[src/verilog/aspi_pkg.sv]
/*
 * aspi_pkg: register map, field positions and reset values of the
 * converter, supply monitor and port interrupt registers.
 * assumes: a 32-bit AXI4-Lite register bus with byte addresses.
 */
package aspi_pkg;

	localparam int ASPI_ADDR_W = 8;
	localparam int ASPI_DATA_W = 32;

	// register byte offsets
	localparam logic [7:0] ASPI_OFS_ADC = 8'h08;
	localparam logic [7:0] ASPI_OFS_SUP = 8'h0C;
	localparam logic [7:0] ASPI_OFS_PT1 = 8'h10;
	localparam logic [7:0] ASPI_OFS_PT2 = 8'h14;
	localparam logic [7:0] ASPI_OFS_GIE = 8'h18;

	// field positions
	localparam int ASPI_FLAG_LSB = 0;
	localparam int ASPI_REQ_LSB = 8;
	localparam int ASPI_EN_LSB = 16;
	localparam int ASPI_MASK_LSB = 24;
	localparam int ASPI_FIELD_W = 8;
	localparam int ASPI_GIE_BIT = 0;

	// reset values
	localparam logic [7:0] ASPI_RST_EN = 8'h00;
	localparam logic [7:0] ASPI_RST_FLAG = 8'h00;
	// brown-out flag has no defined reset; zero is chosen
	localparam logic ASPI_RST_BOR_FLAG = 1'b0;
	localparam logic ASPI_RST_GIE = 1'b0;

	// implemented bits per group
	localparam logic [7:0] ASPI_ADC_BITS = 8'h01;
	localparam logic [7:0] ASPI_SUP_BITS = 8'h03;
	localparam logic [7:0] ASPI_PT_BITS = 8'hFF;

	localparam logic [1:0] ASPI_RESP_OKAY = 2'b00;
	localparam logic [1:0] ASPI_RESP_SLVERR = 2'b10;

	typedef enum logic [1:0] {
		ASPI_G_ADC,
		ASPI_G_SUP,
		ASPI_G_PT1,
		ASPI_G_PT2
	} aspi_group_t;

endpackage

[src/verilog/aspi_top.sv]
/*
 * aspi_top: converter, supply monitor and two port interrupt registers
 * with grouped vector requests to the processor core.
 * assumes: event inputs synchronous to clk_sys_i; the core pulses
 * irq_service_entry_i when it enters an interrupt service.
 */
// Chosen here: the AXI4-Lite register port.
// Notes on behaviour
// - converter enable at bit 16, resets 0, gates converter interrupt
// - converter flag bit 0 read-only, cleared by reading the result register
// - converter request reads at bit 8; bits 15..8 mask on writes
// - brown-out enable at bit 17, resets 0
// - low-voltage enable at bit 16, resets 0
// - low-voltage flag bit 0 set by event, resets 0, cleared by writing 0
// - brown-out flag bit 1 set by event, cleared by writing 0
// - supply requests read at bits 9 and 8; bits 15..8 mask on writes
// - port one pin enables at bits 23..16, reset 0
// - port one requests at bits 15..8, one per pin
// - port one pin flags bits 7..0 set by events, cleared by writing 0
// - port two pin enables at bits 23..16, reset 0
// - port two requests at bits 15..8, one per pin
// - port two pin flags bits 7..0 set by events, cleared by writing 0
// - port registers: bits 15..8 mask on write, requests on read
// - nothing reaches the core without global enable; service entry clears it
// - vectors two to five per group; equal level served lowest vector first
`timescale 1ns/1ps
module aspi_top
	import aspi_pkg::*;
(
	// clock and reset
	input wire logic clk_sys_i,
	input wire logic resetn_i,
	// axi4-lite write
	input wire logic [ASPI_ADDR_W-1:0] s_axi_awaddr_i,
	input wire logic s_axi_awvalid_i,
	output logic s_axi_awready_o,
	input wire logic [ASPI_DATA_W-1:0] s_axi_wdata_i,
	input wire logic [3:0] s_axi_wstrb_i,
	input wire logic s_axi_wvalid_i,
	output logic s_axi_wready_o,
	output logic [1:0] s_axi_bresp_o,
	output logic s_axi_bvalid_o,
	input wire logic s_axi_bready_i,
	// axi4-lite read
	input wire logic [ASPI_ADDR_W-1:0] s_axi_araddr_i,
	input wire logic s_axi_arvalid_i,
	output logic s_axi_arready_o,
	output logic [ASPI_DATA_W-1:0] s_axi_rdata_o,
	output logic [1:0] s_axi_rresp_o,
	output logic s_axi_rvalid_o,
	input wire logic s_axi_rready_i,
	// interrupt events
	input wire logic conversion_done_i,
	input wire logic conversion_result_read_i,
	input wire logic low_volt_comparator_out_i,
	input wire logic brownout_two_event_i,
	input wire logic [7:0] port_one_pin_event_i,
	input wire logic [7:0] port_two_pin_event_i,
	// core side
	input wire logic irq_service_entry_i,
	output logic [3:0] vector_request_o,
	output logic [3:0] vector_select_o,
	output logic global_irq_enable_o
);

	typedef struct packed {
		logic global_irq_enable;
		logic [3:0] vreq;
		logic [3:0] vsel;
	} aspi_top_state_t;

	aspi_top_state_t st_ff;
	aspi_top_state_t nxt_st;

	logic wr;
	logic [ASPI_ADDR_W-1:0] wr_addr;
	logic [ASPI_DATA_W-1:0] wr_data;
	logic [3:0] wr_strb;
	logic wr_ok;
	logic rd;
	logic [ASPI_ADDR_W-1:0] rd_addr;
	logic [ASPI_DATA_W-1:0] rd_data;
	logic rd_ok;

	logic [3:0] grp_wr;
	logic [7:0] wmask;
	logic [7:0] wenmask;
	logic [7:0] wen;
	logic [7:0] wflag;

	logic [0:0] adc_en, adc_flag, adc_req;
	logic [1:0] sup_en, sup_flag, sup_req;
	logic [7:0] pt1_en, pt1_flag, pt1_req;
	logic [7:0] pt2_en, pt2_flag, pt2_req;
	logic [3:0] grp_req;

	aspi_axil_slave u_bus (
		.clk_sys_i(clk_sys_i),
		.resetn_i(resetn_i),
		.s_axi_awaddr_i(s_axi_awaddr_i),
		.s_axi_awvalid_i(s_axi_awvalid_i),
		.s_axi_awready_o(s_axi_awready_o),
		.s_axi_wdata_i(s_axi_wdata_i),
		.s_axi_wstrb_i(s_axi_wstrb_i),
		.s_axi_wvalid_i(s_axi_wvalid_i),
		.s_axi_wready_o(s_axi_wready_o),
		.s_axi_bresp_o(s_axi_bresp_o),
		.s_axi_bvalid_o(s_axi_bvalid_o),
		.s_axi_bready_i(s_axi_bready_i),
		.s_axi_araddr_i(s_axi_araddr_i),
		.s_axi_arvalid_i(s_axi_arvalid_i),
		.s_axi_arready_o(s_axi_arready_o),
		.s_axi_rdata_o(s_axi_rdata_o),
		.s_axi_rresp_o(s_axi_rresp_o),
		.s_axi_rvalid_o(s_axi_rvalid_o),
		.s_axi_rready_i(s_axi_rready_i),
		.wr_o(wr),
		.wr_addr_o(wr_addr),
		.wr_data_o(wr_data),
		.wr_strb_o(wr_strb),
		.wr_ok_i(wr_ok),
		.rd_o(rd),
		.rd_addr_o(rd_addr),
		.rd_data_i(rd_data),
		.rd_ok_i(rd_ok)
	);

	// each mask sits eight bits above what it guards; an unwritten mask lane changes nothing
	assign wmask = wr_strb[1] ? wr_data[ASPI_REQ_LSB +: ASPI_FIELD_W] : 8'h00;
	assign wenmask = wr_strb[3] ? wr_data[ASPI_MASK_LSB +: ASPI_FIELD_W] : 8'h00;
	assign wen = wr_data[ASPI_EN_LSB +: ASPI_FIELD_W];
	assign wflag = wr_data[ASPI_FLAG_LSB +: ASPI_FIELD_W];

	always_comb
	begin
		grp_wr = 4'h0;
		wr_ok = 1'b1;
		if (wr)
		begin
			case (wr_addr)
				ASPI_OFS_ADC: grp_wr[ASPI_G_ADC] = 1'b1;
				ASPI_OFS_SUP: grp_wr[ASPI_G_SUP] = 1'b1;
				ASPI_OFS_PT1: grp_wr[ASPI_G_PT1] = 1'b1;
				ASPI_OFS_PT2: grp_wr[ASPI_G_PT2] = 1'b1;
				ASPI_OFS_GIE: wr_ok = 1'b1;
				default: wr_ok = 1'b0;
			endcase
		end
	end

	// converter flag is read-only: only the result read clears it
	aspi_group #(.WIDTH(1), .FLAG_RST(1'b0), .FLAG_SW_CLEAR(1'b0)) u_adc (
		.clk_sys_i(clk_sys_i),
		.resetn_i(resetn_i),
		.wr_i(grp_wr[ASPI_G_ADC]),
		.wr_en_mask_i(wenmask[0:0]),
		.wr_mask_i(wmask[0:0]),
		.wr_en_i(wen[0:0]),
		.wr_flag_i(wflag[0:0]),
		.event_i(conversion_done_i),
		.hw_clear_i(conversion_result_read_i),
		.enable_o(adc_en),
		.flag_o(adc_flag),
		.request_o(adc_req)
	);

	aspi_group #(.WIDTH(2), .FLAG_RST({ASPI_RST_BOR_FLAG, 1'b0})) u_sup (
		.clk_sys_i(clk_sys_i),
		.resetn_i(resetn_i),
		.wr_i(grp_wr[ASPI_G_SUP]),
		.wr_en_mask_i(wenmask[1:0]),
		.wr_mask_i(wmask[1:0]),
		.wr_en_i(wen[1:0]),
		.wr_flag_i(wflag[1:0]),
		.event_i({brownout_two_event_i, low_volt_comparator_out_i}),
		.hw_clear_i(1'b0),
		.enable_o(sup_en),
		.flag_o(sup_flag),
		.request_o(sup_req)
	);

	aspi_group #(.WIDTH(8), .FLAG_RST(ASPI_RST_FLAG)) u_pt1 (
		.clk_sys_i(clk_sys_i),
		.resetn_i(resetn_i),
		.wr_i(grp_wr[ASPI_G_PT1]),
		.wr_en_mask_i(wenmask),
		.wr_mask_i(wmask),
		.wr_en_i(wen),
		.wr_flag_i(wflag),
		.event_i(port_one_pin_event_i),
		.hw_clear_i(1'b0),
		.enable_o(pt1_en),
		.flag_o(pt1_flag),
		.request_o(pt1_req)
	);

	aspi_group #(.WIDTH(8), .FLAG_RST(ASPI_RST_FLAG)) u_pt2 (
		.clk_sys_i(clk_sys_i),
		.resetn_i(resetn_i),
		.wr_i(grp_wr[ASPI_G_PT2]),
		.wr_en_mask_i(wenmask),
		.wr_mask_i(wmask),
		.wr_en_i(wen),
		.wr_flag_i(wflag),
		.event_i(port_two_pin_event_i),
		.hw_clear_i(1'b0),
		.enable_o(pt2_en),
		.flag_o(pt2_flag),
		.request_o(pt2_req)
	);

	// read mux; mask byte always reads zero
	always_comb
	begin
		rd_data = '0;
		rd_ok = 1'b1;
		case (rd_addr)
			ASPI_OFS_ADC:
			begin
				rd_data[ASPI_EN_LSB] = adc_en[0];
				rd_data[ASPI_REQ_LSB] = adc_req[0];
				rd_data[ASPI_FLAG_LSB] = adc_flag[0];
			end
			ASPI_OFS_SUP:
			begin
				rd_data[ASPI_EN_LSB +: 2] = sup_en;
				rd_data[ASPI_REQ_LSB +: 2] = sup_req;
				rd_data[ASPI_FLAG_LSB +: 2] = sup_flag;
			end
			ASPI_OFS_PT1:
			begin
				rd_data[ASPI_EN_LSB +: ASPI_FIELD_W] = pt1_en;
				rd_data[ASPI_REQ_LSB +: ASPI_FIELD_W] = pt1_req;
				rd_data[ASPI_FLAG_LSB +: ASPI_FIELD_W] = pt1_flag;
			end
			ASPI_OFS_PT2:
			begin
				rd_data[ASPI_EN_LSB +: ASPI_FIELD_W] = pt2_en;
				rd_data[ASPI_REQ_LSB +: ASPI_FIELD_W] = pt2_req;
				rd_data[ASPI_FLAG_LSB +: ASPI_FIELD_W] = pt2_flag;
			end
			ASPI_OFS_GIE:
				rd_data[ASPI_GIE_BIT] = st_ff.global_irq_enable;
			default:
				rd_ok = 1'b0;
		endcase
	end

	assign grp_req[ASPI_G_ADC] = |adc_req;
	assign grp_req[ASPI_G_SUP] = |sup_req;
	assign grp_req[ASPI_G_PT1] = |pt1_req;
	assign grp_req[ASPI_G_PT2] = |pt2_req;

	always_comb
	begin
		nxt_st = st_ff;
		if (wr && wr_addr == ASPI_OFS_GIE && wr_strb[0])
			nxt_st.global_irq_enable = wr_data[ASPI_GIE_BIT];
		// service entry wins over a software set in the same cycle
		if (irq_service_entry_i)
			nxt_st.global_irq_enable = 1'b0;
		nxt_st.vreq = st_ff.global_irq_enable ? grp_req : 4'h0;
		nxt_st.vsel = 4'h0;
		// lowest vector first among simultaneous requests
		for (int i = 0; i < 4; i++)
		begin
			if (nxt_st.vreq[i] && nxt_st.vsel == 4'h0)
				nxt_st.vsel[i] = 1'b1;
		end
	end

	always_ff @(posedge clk_sys_i or negedge resetn_i)
	begin
		if (!resetn_i)
		begin
			st_ff.global_irq_enable <= ASPI_RST_GIE;
			st_ff.vreq <= 4'h0;
			st_ff.vsel <= 4'h0;
		end
		else
			st_ff <= nxt_st;
	end

	assign vector_request_o = st_ff.vreq;
	assign vector_select_o = st_ff.vsel;
	assign global_irq_enable_o = st_ff.global_irq_enable;

endmodule

[src/verilog/aspi_group.sv]
/*
 * aspi_group: one interrupt group with enable, flag and request bits.
 * assumes: event inputs are one-cycle or level pulses synchronous to clk_sys_i.
 */
`timescale 1ns/1ps
module aspi_group
	import aspi_pkg::*;
#(
	parameter int WIDTH = 8,
	parameter logic [WIDTH-1:0] FLAG_RST = '0,
	parameter bit FLAG_SW_CLEAR = 1'b1
)
(
	// clock and reset
	input wire logic clk_sys_i,
	input wire logic resetn_i,
	// register write
	input wire logic wr_i,
	input wire logic [WIDTH-1:0] wr_en_mask_i,
	input wire logic [WIDTH-1:0] wr_mask_i,
	input wire logic [WIDTH-1:0] wr_en_i,
	input wire logic [WIDTH-1:0] wr_flag_i,
	// hardware side
	input wire logic [WIDTH-1:0] event_i,
	input wire logic hw_clear_i,
	// state
	output logic [WIDTH-1:0] enable_o,
	output logic [WIDTH-1:0] flag_o,
	output logic [WIDTH-1:0] request_o
);

	typedef struct packed {
		logic [WIDTH-1:0] en;
		logic [WIDTH-1:0] flag;
	} aspi_grp_state_t;

	aspi_grp_state_t state_ff;
	aspi_grp_state_t nxt_state;

	always_comb
	begin
		nxt_state = state_ff;
		if (wr_i)
		begin
			// enables have their own mask byte, flags theirs
			nxt_state.en = (state_ff.en & ~wr_en_mask_i) | (wr_en_i & wr_en_mask_i);
			// a written zero under a set mask bit clears a flag; hw_clear_i below clears every flag
			if (FLAG_SW_CLEAR)
				nxt_state.flag = state_ff.flag & ~(wr_mask_i & ~wr_flag_i);
		end
		if (hw_clear_i)
			nxt_state.flag = '0;
		// set wins over any clear
		nxt_state.flag = nxt_state.flag | event_i;
	end

	always_ff @(posedge clk_sys_i or negedge resetn_i)
	begin
		if (!resetn_i)
		begin
			state_ff.en <= '0;
			state_ff.flag <= FLAG_RST;
		end
		else
			state_ff <= nxt_state;
	end

	assign enable_o = state_ff.en;
	assign flag_o = state_ff.flag;
	assign request_o = state_ff.flag & state_ff.en;

endmodule

[src/verilog/aspi_axil_slave.sv]
/*
 * aspi_axil_slave: AXI4-Lite handshake front end, one write and one read
 * at a time, handing single-cycle register strobes to the core.
 * assumes: the core answers reads combinationally from its state.
 */
`timescale 1ns/1ps
module aspi_axil_slave
	import aspi_pkg::*;
(
	// clock and reset
	input wire logic clk_sys_i,
	input wire logic resetn_i,
	// write channels
	input wire logic [ASPI_ADDR_W-1:0] s_axi_awaddr_i,
	input wire logic s_axi_awvalid_i,
	output logic s_axi_awready_o,
	input wire logic [ASPI_DATA_W-1:0] s_axi_wdata_i,
	input wire logic [3:0] s_axi_wstrb_i,
	input wire logic s_axi_wvalid_i,
	output logic s_axi_wready_o,
	output logic [1:0] s_axi_bresp_o,
	output logic s_axi_bvalid_o,
	input wire logic s_axi_bready_i,
	// read channels
	input wire logic [ASPI_ADDR_W-1:0] s_axi_araddr_i,
	input wire logic s_axi_arvalid_i,
	output logic s_axi_arready_o,
	output logic [ASPI_DATA_W-1:0] s_axi_rdata_o,
	output logic [1:0] s_axi_rresp_o,
	output logic s_axi_rvalid_o,
	input wire logic s_axi_rready_i,
	// core side
	output logic wr_o,
	output logic [ASPI_ADDR_W-1:0] wr_addr_o,
	output logic [ASPI_DATA_W-1:0] wr_data_o,
	output logic [3:0] wr_strb_o,
	input wire logic wr_ok_i,
	output logic rd_o,
	output logic [ASPI_ADDR_W-1:0] rd_addr_o,
	input wire logic [ASPI_DATA_W-1:0] rd_data_i,
	input wire logic rd_ok_i
);

	typedef struct packed {
		logic aw_have;
		logic w_have;
		logic [ASPI_ADDR_W-1:0] awaddr;
		logic [ASPI_DATA_W-1:0] wdata;
		logic [3:0] wstrb;
		logic bvalid;
		logic [1:0] bresp;
		logic rvalid;
		logic [1:0] rresp;
		logic [ASPI_DATA_W-1:0] rdata;
	} aspi_bus_state_t;

	aspi_bus_state_t st_ff;
	aspi_bus_state_t nxt_st;
	logic aw_take;
	logic w_take;
	logic ar_take;
	logic do_wr;

	assign aw_take = s_axi_awvalid_i && !st_ff.aw_have && !st_ff.bvalid;
	assign w_take = s_axi_wvalid_i && !st_ff.w_have && !st_ff.bvalid;
	assign ar_take = s_axi_arvalid_i && !st_ff.rvalid;
	assign do_wr = st_ff.aw_have && st_ff.w_have;

	always_comb
	begin
		nxt_st = st_ff;
		if (aw_take)
		begin
			nxt_st.aw_have = 1'b1;
			nxt_st.awaddr = s_axi_awaddr_i;
		end
		if (w_take)
		begin
			nxt_st.w_have = 1'b1;
			nxt_st.wdata = s_axi_wdata_i;
			nxt_st.wstrb = s_axi_wstrb_i;
		end
		if (do_wr)
		begin
			nxt_st.aw_have = 1'b0;
			nxt_st.w_have = 1'b0;
			nxt_st.bvalid = 1'b1;
			nxt_st.bresp = wr_ok_i ? ASPI_RESP_OKAY : ASPI_RESP_SLVERR;
		end
		if (st_ff.bvalid && s_axi_bready_i)
			nxt_st.bvalid = 1'b0;
		if (st_ff.rvalid && s_axi_rready_i)
			nxt_st.rvalid = 1'b0;
		if (ar_take)
		begin
			nxt_st.rvalid = 1'b1;
			nxt_st.rdata = rd_ok_i ? rd_data_i : '0;
			nxt_st.rresp = rd_ok_i ? ASPI_RESP_OKAY : ASPI_RESP_SLVERR;
		end
	end

	always_ff @(posedge clk_sys_i or negedge resetn_i)
	begin
		if (!resetn_i)
			st_ff <= '0;
		else
			st_ff <= nxt_st;
	end

	assign s_axi_awready_o = !st_ff.aw_have && !st_ff.bvalid;
	assign s_axi_wready_o = !st_ff.w_have && !st_ff.bvalid;
	assign s_axi_bvalid_o = st_ff.bvalid;
	assign s_axi_bresp_o = st_ff.bresp;
	assign s_axi_arready_o = !st_ff.rvalid;
	assign s_axi_rvalid_o = st_ff.rvalid;
	assign s_axi_rresp_o = st_ff.rresp;
	assign s_axi_rdata_o = st_ff.rdata;
	assign wr_o = do_wr;
	assign wr_addr_o = st_ff.awaddr;
	assign wr_data_o = st_ff.wdata;
	assign wr_strb_o = st_ff.wstrb;
	assign rd_o = ar_take;
	assign rd_addr_o = s_axi_araddr_i;

endmodule

[config.mk]
export PLATFORM = sky130hd
export DESIGN_NAME = aspi_top
export DESIGN_NICKNAME = d
export VERILOG_FILES = /design/src/verilog/aspi_pkg.sv /design/src/verilog/aspi_top.sv /design/src/verilog/aspi_group.sv /design/src/verilog/aspi_axil_slave.sv
export SDC_FILE = /design/constraint.sdc
export NUM_CORES = 1
export LEC_CHECK = 0
export BUFFER_PORTS_ARGS = -buffer_cell sky130_fd_sc_hd__clkbuf_2
export CAP_MARGIN = 25
export CORE_MARGIN = 2
export CORE_UTILIZATION = 50
export CTS_BUF_LIST = sky130_fd_sc_hd__clkbuf_8
export CTS_CLUSTER_SIZE = 40
export DETAILED_ROUTE_END_ITERATION = 8
export GPL_TIMING_DRIVEN = 0
export PLACE_DENSITY = 0.73
export RECOVER_POWER = 50
export REMOVE_ABC_BUFFERS = 1
export SETUP_SLACK_MARGIN = 0.1
export SYNTH_ARGS = -nofsm -noshare
export SYNTH_HDL_FRONTEND = slang
export SYNTH_HIERARCHICAL = 1
export SYNTH_SLANG_ARGS = --single-unit
[constraint.sdc]
create_clock -name clk_sys_i -period 5.17 [get_ports clk_sys_i]
set_input_delay 1.551 -clock clk_sys_i [delete_from_list [all_inputs] [get_ports clk_sys_i]]
set_output_delay 1.551 -clock clk_sys_i [all_outputs]
set_load 0.05 [all_outputs]
==> results.txt, run 1 <==
status -> complete, but fails checks
failing checks -> capacitance limit, slew limit
antenna viol nets, final -> 0
final hold violation count -> 0
CP endpoint -> u_bus/wr_data_o[18]
CP Data Required Time -> 5.49 ns
RSZ-0062 raised after global routing -> no
Worst Tran Pin Value -> 1.87 ns
DR DRC count -> 0
postcts setup bufs -> 0
Diodes inserted -> 0
vias in the first global route -> 4,318
Hold Path Class -> register to register
Setup crit start -> s_axi_wvalid_i
largest net degree at the start of global routing -> 71
final setup fails -> 0
most frequent cells in the layout -> dfrtp_1 (127), clkbuf_2 (126), nand2_1 (58)
initial antenna violation count -> 0
overall power -> 2.97 mW
internal power -> 2.08 mW
Max rail drop VDD -> 453 uV
Row Count -> 42
Combinational Power Share -> 0.258
Psw -> 0.891 mW
hpwl dp -> 10,100 microns
Mapped Area -> 6840 sq um
GRT overflow -> 0
CTS Hold Bufs -> 0
Core Box Area -> 13,300 sq um
footprint of the multi-input gates -> 2650 sq um
Post-DP Area -> 6980 sq um
total CTS buffers -> 17
chip height -> 121 microns
Post-Syn Instances -> 593
Synth warnings -> 6
fin crit share -> 0.696
PwrDens -> 408 nW/um^2
die extent in x -> 121 microns
CTS tree -> yes
port bufs -> 126
Worst setup SP type -> input port
Area Overhead vs Synth -> 6.57%
num ports -> 130
worst flop-to-flop path endpoint -> u_bus/wr_data_o[18]
Post-Route Setup TNS -> 0 ns
design area -> 7290 sq um
max-cap violations -> 3
origin of the critical flop-to-flop path -> u_bus/s_axi_bvalid_o
final hold slack -> 0.501 ns
drt first pass iters -> 4
Reg area -> 3180 sq um
busiest grt layer -> met2
most common cell after layout, fill and taps aside -> dfrtp_1
htree depth -> 4
Pins Over Slew Limit -> 94
switching share of power -> 0.300
grt met3 use -> 0.0559
clk_skew -> 0.00714 ns
GP Congestion -> 0.842
CP Max Fanout -> 16
Slew headroom -> -0.248
via total after detailed routing -> 4,218
Root Buffer -> clkbuf_8
r2r setup slk -> 2.26 ns
share of cells above drive strength 1 -> 0.388
CP endpoint kind -> register
Skew-Pair Late Insertion Delay -> 0.44 ns
initial DRC count -> 174
met2 usage in global routing -> 0.324
Leakage -> 3.52 nW
Final min period -> 3.60 ns
clock share of power -> 0.275
area of the die -> 14,600 sq um
GRT Resource Usage Total -> 0.195
crit path DAT -> 3.92 ns
Post-CTS Resized -> 0
Setup CP Type -> input port to register
vias per cell -> 5.08
met1 Use GR -> 0.246
achievable frequency -> 278 MHz
first-pass GRT wire length -> 21,800 microns
layout net count -> 724
Seq pwr share -> 0.467
clock sinks -> 127
mean post-synth cell area -> 11.5 sq um
total wire length -> 13,400 microns
fillers -> 1,164
buffer depth of the longest clock path -> 2
WL per Instance -> 16.2 microns
clock transition at the registers of the reported paths -> 0.07 ns
Starting Density -> 0.514
Reg2Reg Depth -> 4
==> power groups by stage <==
stage / Clock [mW] / Combinational (mW) / Sequential (mW)
after global placement: 0 / 0.746 / 1.39
after CTS: 0.842 / 0.778 / 1.40
after floorplan: 0 / 0.586 / 1.37
final: 0.818 / 0.766 / 1.39
after global routing: 0.897 / 0.824 / 1.42
after detailed placement: 0 / 0.778 / 1.42
==> cell type report <==
class                      count  area share
sequential                   127       0.436
multi-input combinational    324       0.364
timing repair buffer         132      0.0984
clock buffer                  17      0.0321
tap                          176      0.0302
inverter                      42      0.0216
clock inverter                12      0.0180
==> metrics by stage <==
stage / utilization / worst slack (ns) / std cells
6_report: 0.548 / 1.57 / 830
2_1_floorplan: - / 0.945 / 493
3_3_place_gp: 0.515 / -0.356 / 795
5_1_grt: 0.548 / 1.51 / 830
4_1_cts: 0.552 / 2.16 / 830
3_5_place_dp: 0.525 / 1.70 / 801
==> per-layer routing <==
metal / part of all wire / vias up / wire (microns)
met2: 0.50 / 102 / 6750
met5: 0 / - / 0
li1: - / 2008 / -
met4: 0.013 / 0 / 179
met3: 0.044 / 14 / 596
met1: 0.44 / 2094 / 5880
==> worst max-delay path, cell delays in order <==
cell and delay [ns]:
clkbuf_2 0.07, nor3b_1 1.43, buf_8 0.29, buf_8 0.22, mux2_2 0.35
==> worst min path at each step <==
stage / from / endpoint / slack [ns] / cells after the start
after floorplan: u_adc/flag_o / u_adc/flag_o / 0.46 / 1
after global placement: u_bus/wr_data_o[15] / u_bus/wr_data_o[15] / 0.49 / 1
after detailed placement: u_bus/wr_data_o[15] / u_bus/wr_data_o[15] / 0.49 / 1
after CTS: u_bus/wr_data_o[15] / u_bus/wr_data_o[15] / 0.50 / 1
after global routing: u_bus/wr_data_o[14] / u_bus/wr_data_o[14] / 0.52 / 1
final: u_bus/wr_data_o[15] / u_bus/wr_data_o[15] / 0.50 / 1
(Power assumes the default switching activity.)
==> run 2: changes to the inputs <==
Settings changed: PLACE_DENSITY 0.73 to 0.76.
Clock period 5.17 ns to 3.2 ns, I/O delays scaled along.
==> results.txt, run 2 (synthesis gave the netlist of run 1 again) <==
status -> complete, but fails checks
failing checks -> capacitance limit, slew limit
RSZ-0062 raised after global routing -> no
Core Box Area -> 13,300 sq um (unchanged)
PwrDens -> 687 nW/um^2 (+68%)
WL per Instance -> 15.9 microns (-1.3%)
switching share of power -> 0.290 (-0.0100)
buffer depth of the longest clock path -> 2 (unchanged)
via total after detailed routing -> 4,185 (-0.78%)
most frequent cell on the critical path -> buf_8
die extent in x -> 121 microns (unchanged)
final hold violation count -> 0 (unchanged)
Root Buffer -> clkbuf_8
clk_skew -> 0.0141 ns (+0.00694 ns)
achievable frequency -> 373 MHz
total CTS buffers -> 17 (unchanged)
share of cells above drive strength 1 -> 0.391 (+0.00220)
Seq pwr share -> 0.444 (-0.023)
clock transition at the registers of the reported paths -> 0.07 ns (about the same)
clock share of power -> 0.316 (+0.041)
fin util -> 0.555 (+0.00715)
crit path DAT -> 3.01 ns (-0.91 ns)
CP endpoint kind -> register
first-pass GRT wire length -> 21,300 microns (-2.1%)
Final min period -> 2.68 ns
Max rail drop VDD -> 721 uV (+59%)
GRT overflow -> 0 (unchanged)
Setup CP Type -> input port to register
max-cap violations -> 1 (-2)
delay-heaviest family, CP -> simple AND/OR/NAND/NOR gates
Psw -> 1.47 mW (+65%)
Starting Density -> 0.514 (unchanged)
Hold Path Class -> input port to async pin
CP Cell Sequence -> clkbuf_2, nor3b_1, buf_8, buf_8, mux2_2
Pins Over Slew Limit -> 122 (+30%)
area of the die -> 14,600 sq um (unchanged)
Worst Tran Pin Value -> 1.63 ns (-0.236 ns)
most frequent cells in the layout -> dfrtp_1 (127), clkbuf_2 (126), nand2_1 (58)
CTS Hold Bufs -> 0 (unchanged)
final setup fails -> 0 (unchanged)
Diodes inserted -> 0 (unchanged)
Skew-Pair Late Insertion Delay -> 0.44 ns (about the same)
DR DRC count -> 0 (unchanged)
internal power -> 3.60 mW (+73%)
max incr delay on CP -> 1.11 ns (-0.32 ns)
drt first pass iters -> 5 (+1)
Slew headroom -> -0.0876 (+0.160)
CP Data Required Time -> 3.52 ns (-1.97 ns)
vias per cell -> 5.02 (-1.3%)
most common cell after layout, fill and taps aside -> dfrtp_1
initial antenna violation count -> 0 (unchanged)
clock sinks -> 127 (unchanged)
Post-DP Area -> 6990 sq um (+0.18%)
placed cells -> 802 (+0.12%)
htree depth -> 4 (unchanged)
Area Overhead vs Synth -> 7.96%
CP Max Fanout -> 16 (unchanged)
GRT Resource Usage Total -> 0.190 (-0.00513)
largest net degree at the start of global routing -> 122 (+72%)
Combinational Power Share -> 0.241 (-0.017)
port bufs -> 126 (unchanged)
antenna viol nets, final -> 0 (unchanged)
hpwl dp -> 9820 microns (-2.8%)
chip height -> 121 microns (unchanged)
Post-CTS Resized -> 0 (unchanged)
GP Congestion -> 0.885 (+5.2%)
postcts setup bufs -> 0 (unchanged)
origin of the critical flop-to-flop path -> u_bus/s_axi_bvalid_o
Leakage -> 3.56 nW (+1.2%)
Setup crit start -> s_axi_wvalid_i
CP bufs+invs -> 3 (unchanged)
Row Count -> 42 (unchanged)
vias in the first global route -> 4,248 (-1.6%)
CTS tree -> yes
initial DRC count -> 147 (-16%)
CP max-delay cell -> nor3b_1
layout net count -> 725 (+0.14%)
num ports -> 130 (unchanged)
Worst setup SP type -> input port
Finished Layout Cells -> 834 (+0.48%)
total wire length -> 13,300 microns (-0.86%)
design area -> 7380 sq um (+1.3%)
fin crit share -> 0.838
-- run 2: worst register-to-register path, stage by stage, from the launching register on --
cell     delay (ns)
dfrtp_1        0.45
nor3b_1        1.17
buf_8          0.29
buf_8          0.22
mux2_2         0.35
-- run 2: worst paths after layout --
| kind | endpoint | slack, ns | cells after the start |
|---|---|---|---|
| worst max register to register | u_bus/wr_data_o[18] | 0.61 | 4 |
| worst max-delay path | u_bus/wr_data_o[18] | 0.52 | 5 |
| worst min-delay path | u_bus/wr_data_o[12] | 0.39 | 1 |
| worst min register to register | u_bus/wr_data_o[8] | 0.51 | 1 |
| min in group clk_sys_i | u_bus/wr_data_o[8] | 0.51 | 1 |
| max in group asynchronous | u_bus/s_axi_rdata_o[25] | 0.83 | 2 |
-- run 2: per-stage QoR --
step	total power [mW]	setup slack, ns	TNS [ns]	hold slack [ns]
3_3_place_gp	3.46	-1.64	-167.68	0.488
3_5_place_dp	3.53	0.302	0	0.494
6_report	5.07	0.517	0	0.395
2_1_floorplan	3.17	-0.434	-22.48	0.455
4_1_cts	5.13	0.754	0	0.304
5_1_grt	5.32	0.362	0	0.399
-- run 2: cell type report --
class / instances / area [sq um]
Fill cell: 1127 / 5910
Inverter: 42 / 158
Sequential cell: 127 / 3180
Tap cell: 176 / 220
Timing Repair Buffer: 133 / 709
Clock buffer: 20 / 275
Clock inverter: 12 / 191
Multi-Input combinational cell: 324 / 2650
-- run 2: layer usage --
metal  GRT usage  up-vias  part of all wire
met4      0.0828        0             0.027
met1       0.241     2034              0.44
met2       0.305      106              0.49
met3      0.0517       27             0.044
met5           0        -                 0
li1            -     2018                 -
-- run 2: power by group through the flow --
stage / Combinational, mW / Clock [mW] / Sequential (mW)
after floorplan: 0.947 / 0 / 2.22
after global placement: 1.20 / 0 / 2.26
after detailed placement: 1.24 / 0 / 2.29
after CTS: 1.24 / 1.63 / 2.26
after global routing: 1.31 / 1.71 / 2.31
final: 1.22 / 1.60 / 2.25
==> run 3: changes to the inputs <==
Clock period 3.2 ns to 2.2 ns, I/O delays scaled along.
==> results.txt, run 3 (synthesis gave the netlist of run 1 again) <==
WL per Instance -> 16.3 microns (+2.4%)
antenna viol nets, final -> 0 (unchanged)
Starting Density -> 0.514 (unchanged)
WL met3 -> 596 microns (+2.8%)
Diodes inserted -> 0 (unchanged)
hpwl dp -> 9820 microns (unchanged)
Root Buffer -> clkbuf_8
fin crit share -> 0.912
Core Box Area -> 13,300 sq um (unchanged)
initial DRC count -> 169 (+15%)
Area Overhead vs Synth -> 9.59%
GP Congestion -> 0.885 (unchanged)
share of cells above drive strength 1 -> 0.398 (+0.00761)
GRT Resource Usage Total -> 0.194 (+0.00361)
internal power -> 5.22 mW (+45%)
met1 wire length -> 5860 microns (+0.41%)
DR DRC count -> 0 (unchanged)
Slew headroom -> 0.482 (+0.569)
CP Max Fanout -> 6 (-10)
buffer depth of the longest clock path -> 2 (unchanged)
die extent in x -> 121 microns (unchanged)
area of the die -> 14,600 sq um (unchanged)
vias per cell -> 5.01 (-0.17%)
Combinational Power Share -> 0.238 (-0.003)
CP Cell Sequence -> nor2_1, clkbuf_2
fillers -> 1,113 (-1.2%)
CTS tree -> yes
Max rail drop VDD -> 1150 uV (+59%)
CP Data Required Time -> 1.54 ns (-1.98 ns)
first-pass GRT wire length -> 21,700 microns (+1.8%)
max incr delay on CP -> 0.49 ns (-0.62 ns)
initial antenna violation count -> 0 (unchanged)
Pins Over Slew Limit -> 0 (-100%)
num ports -> 130 (unchanged)
most common cell after layout, fill and taps aside -> clkbuf_2
Hold Path Class -> input port to async pin
CP max-delay cell -> dfrtp_1
most frequent cells in the layout -> clkbuf_2 (126), dfrtp_1 (125), nand2_1 (58)
Highest Signal Layer -> met4
Worst Tran Pin Value -> 0.777 ns (-0.854 ns)
Seq pwr share -> 0.447 (+0.003)
Leakage -> 3.59 nW (+0.87%)
Row Count -> 42 (unchanged)
switching share of power -> 0.293 (+0.00333)
Psw -> 2.16 mW (+47%)
placed cells -> 802 (unchanged)
clock transition at the registers of the reported paths -> 0.07 ns (about the same)
Setup CP Type -> register to primary output
drt first pass iters -> 4 (-1)
achievable frequency -> 498 MHz
clock sinks -> 127 (unchanged)
Finished Layout Cells -> 839 (+0.60%)
htree depth -> 4 (unchanged)
WL met2 -> 6900 microns (+5.9%)
clock share of power -> 0.315 (about the same)
clk_skew -> 0.0120 ns (-0.00208 ns)
vias in the first global route -> 4,323 (+1.8%)
RSZ-0062 raised after global routing -> no
chip height -> 121 microns (unchanged)
CP endpoint kind -> primary output
final setup fails -> 0 (unchanged)
final hold violation count -> 0 (unchanged)
fin util -> 0.564 (+0.00838)
total wire length -> 13,700 microns (+3.0%)
crit path DAT -> 1.35 ns (-1.66 ns)
PwrDens -> 986 nW/um^2 (+44%)
Skew-Pair Late Insertion Delay -> 0.44 ns (about the same)
port bufs -> 126 (unchanged)
layout net count -> 730 (+0.69%)
Final min period -> 2.01 ns
largest net degree at the start of global routing -> 122 (unchanged)
max-cap violations -> 0 (-1)
status -> finished clean
GRT overflow -> 0 (unchanged)
Worst setup SP type -> register
total CTS buffers -> 17 (unchanged)
via total after detailed routing -> 4,203 (+0.43%)
run 3: metal layers:
layer / GRT usage / vias up
met5: 0 / -
met3: 0.0517 / 23
li1: - / 2028
met4: 0.0821 / 0
met2: 0.318 / 108
met1: 0.241 / 2044
run 3: cell type report:
class / count / area [sq um] / area share
multi-input cells: 326 / 2710 / 0.361
clock inverters: 12 / 191 / 0.0255
clock buffers: 20 / 275 / 0.0367
well taps: 176 / 220 / 0.0294
inverters: 42 / 158 / 0.0210
flip-flops and latches: 127 / 3180 / 0.424
repair buffers: 136 / 764 / 0.102
run 3: metrics by stage:
step           cell area (sq um)  hold WS [ns]  setup WS (ns)  power, mW  TNS (ns)
3_5_place_dp                6990         0.489         -0.398       5.13    -11.89
6_report                    7490         0.153          0.194       7.39         0
3_3_place_gp                6850         0.488          -2.34       5.03   -322.30
4_1_cts                     7520       0.00428         0.0917       7.48         0
2_1_floorplan               6000         0.364          -1.18       4.61    -75.76
5_1_grt                     7490         0.157          0.108       7.76         0
run 3: path summary, 6_finish.rpt:
check / start / endpoint / slack [ns] / cells past startpoint
setup / recovery: u_bus/s_axi_bvalid_o / s_axi_wready_o / 0.19 / 2
hold / removal: resetn_i / u_bus/wr_data_o[12] / 0.15 / 1
setup reg to reg: u_bus/st_ff[83] / register / 0.23 / 8
hold reg to reg: u_bus/wr_data_o[8] / u_bus/wr_data_o[8] / 0.49 / 1
max in group asynchronous: resetn_i / u_bus/st_ff[82] / 1.08 / 2
min in group clk_sys_i: irq_service_entry_i / global_irq_enable_o / 0.36 / 2
run 3: power groups by stage:
stage | sequential, mW | clock, mW | combinational [mW]
final | 3.30 | 2.33 | 1.76
after global routing | 3.38 | 2.48 | 1.89
after CTS | 3.29 | 2.37 | 1.82
after detailed placement | 3.33 | 0 | 1.80
after global placement | 3.28 | 0 | 1.75
after floorplan | 3.23 | 0 | 1.38
run 3: critical path: cells and delay by family, from the launching register on:
family	cells	cell delay, ns
simple gates	1	0.14
flops	1	0.49
buf+inv	1	0.28
run 3: what timing repair did:
item / CTS / global route
gates cloned: 1 / 1
resized for setup: 3 / 3
buffers inserted: 3 / 0
pin swaps: 3 / 2
hold buffers: 0 / 0
setup endpoints to repair: 37 / 39
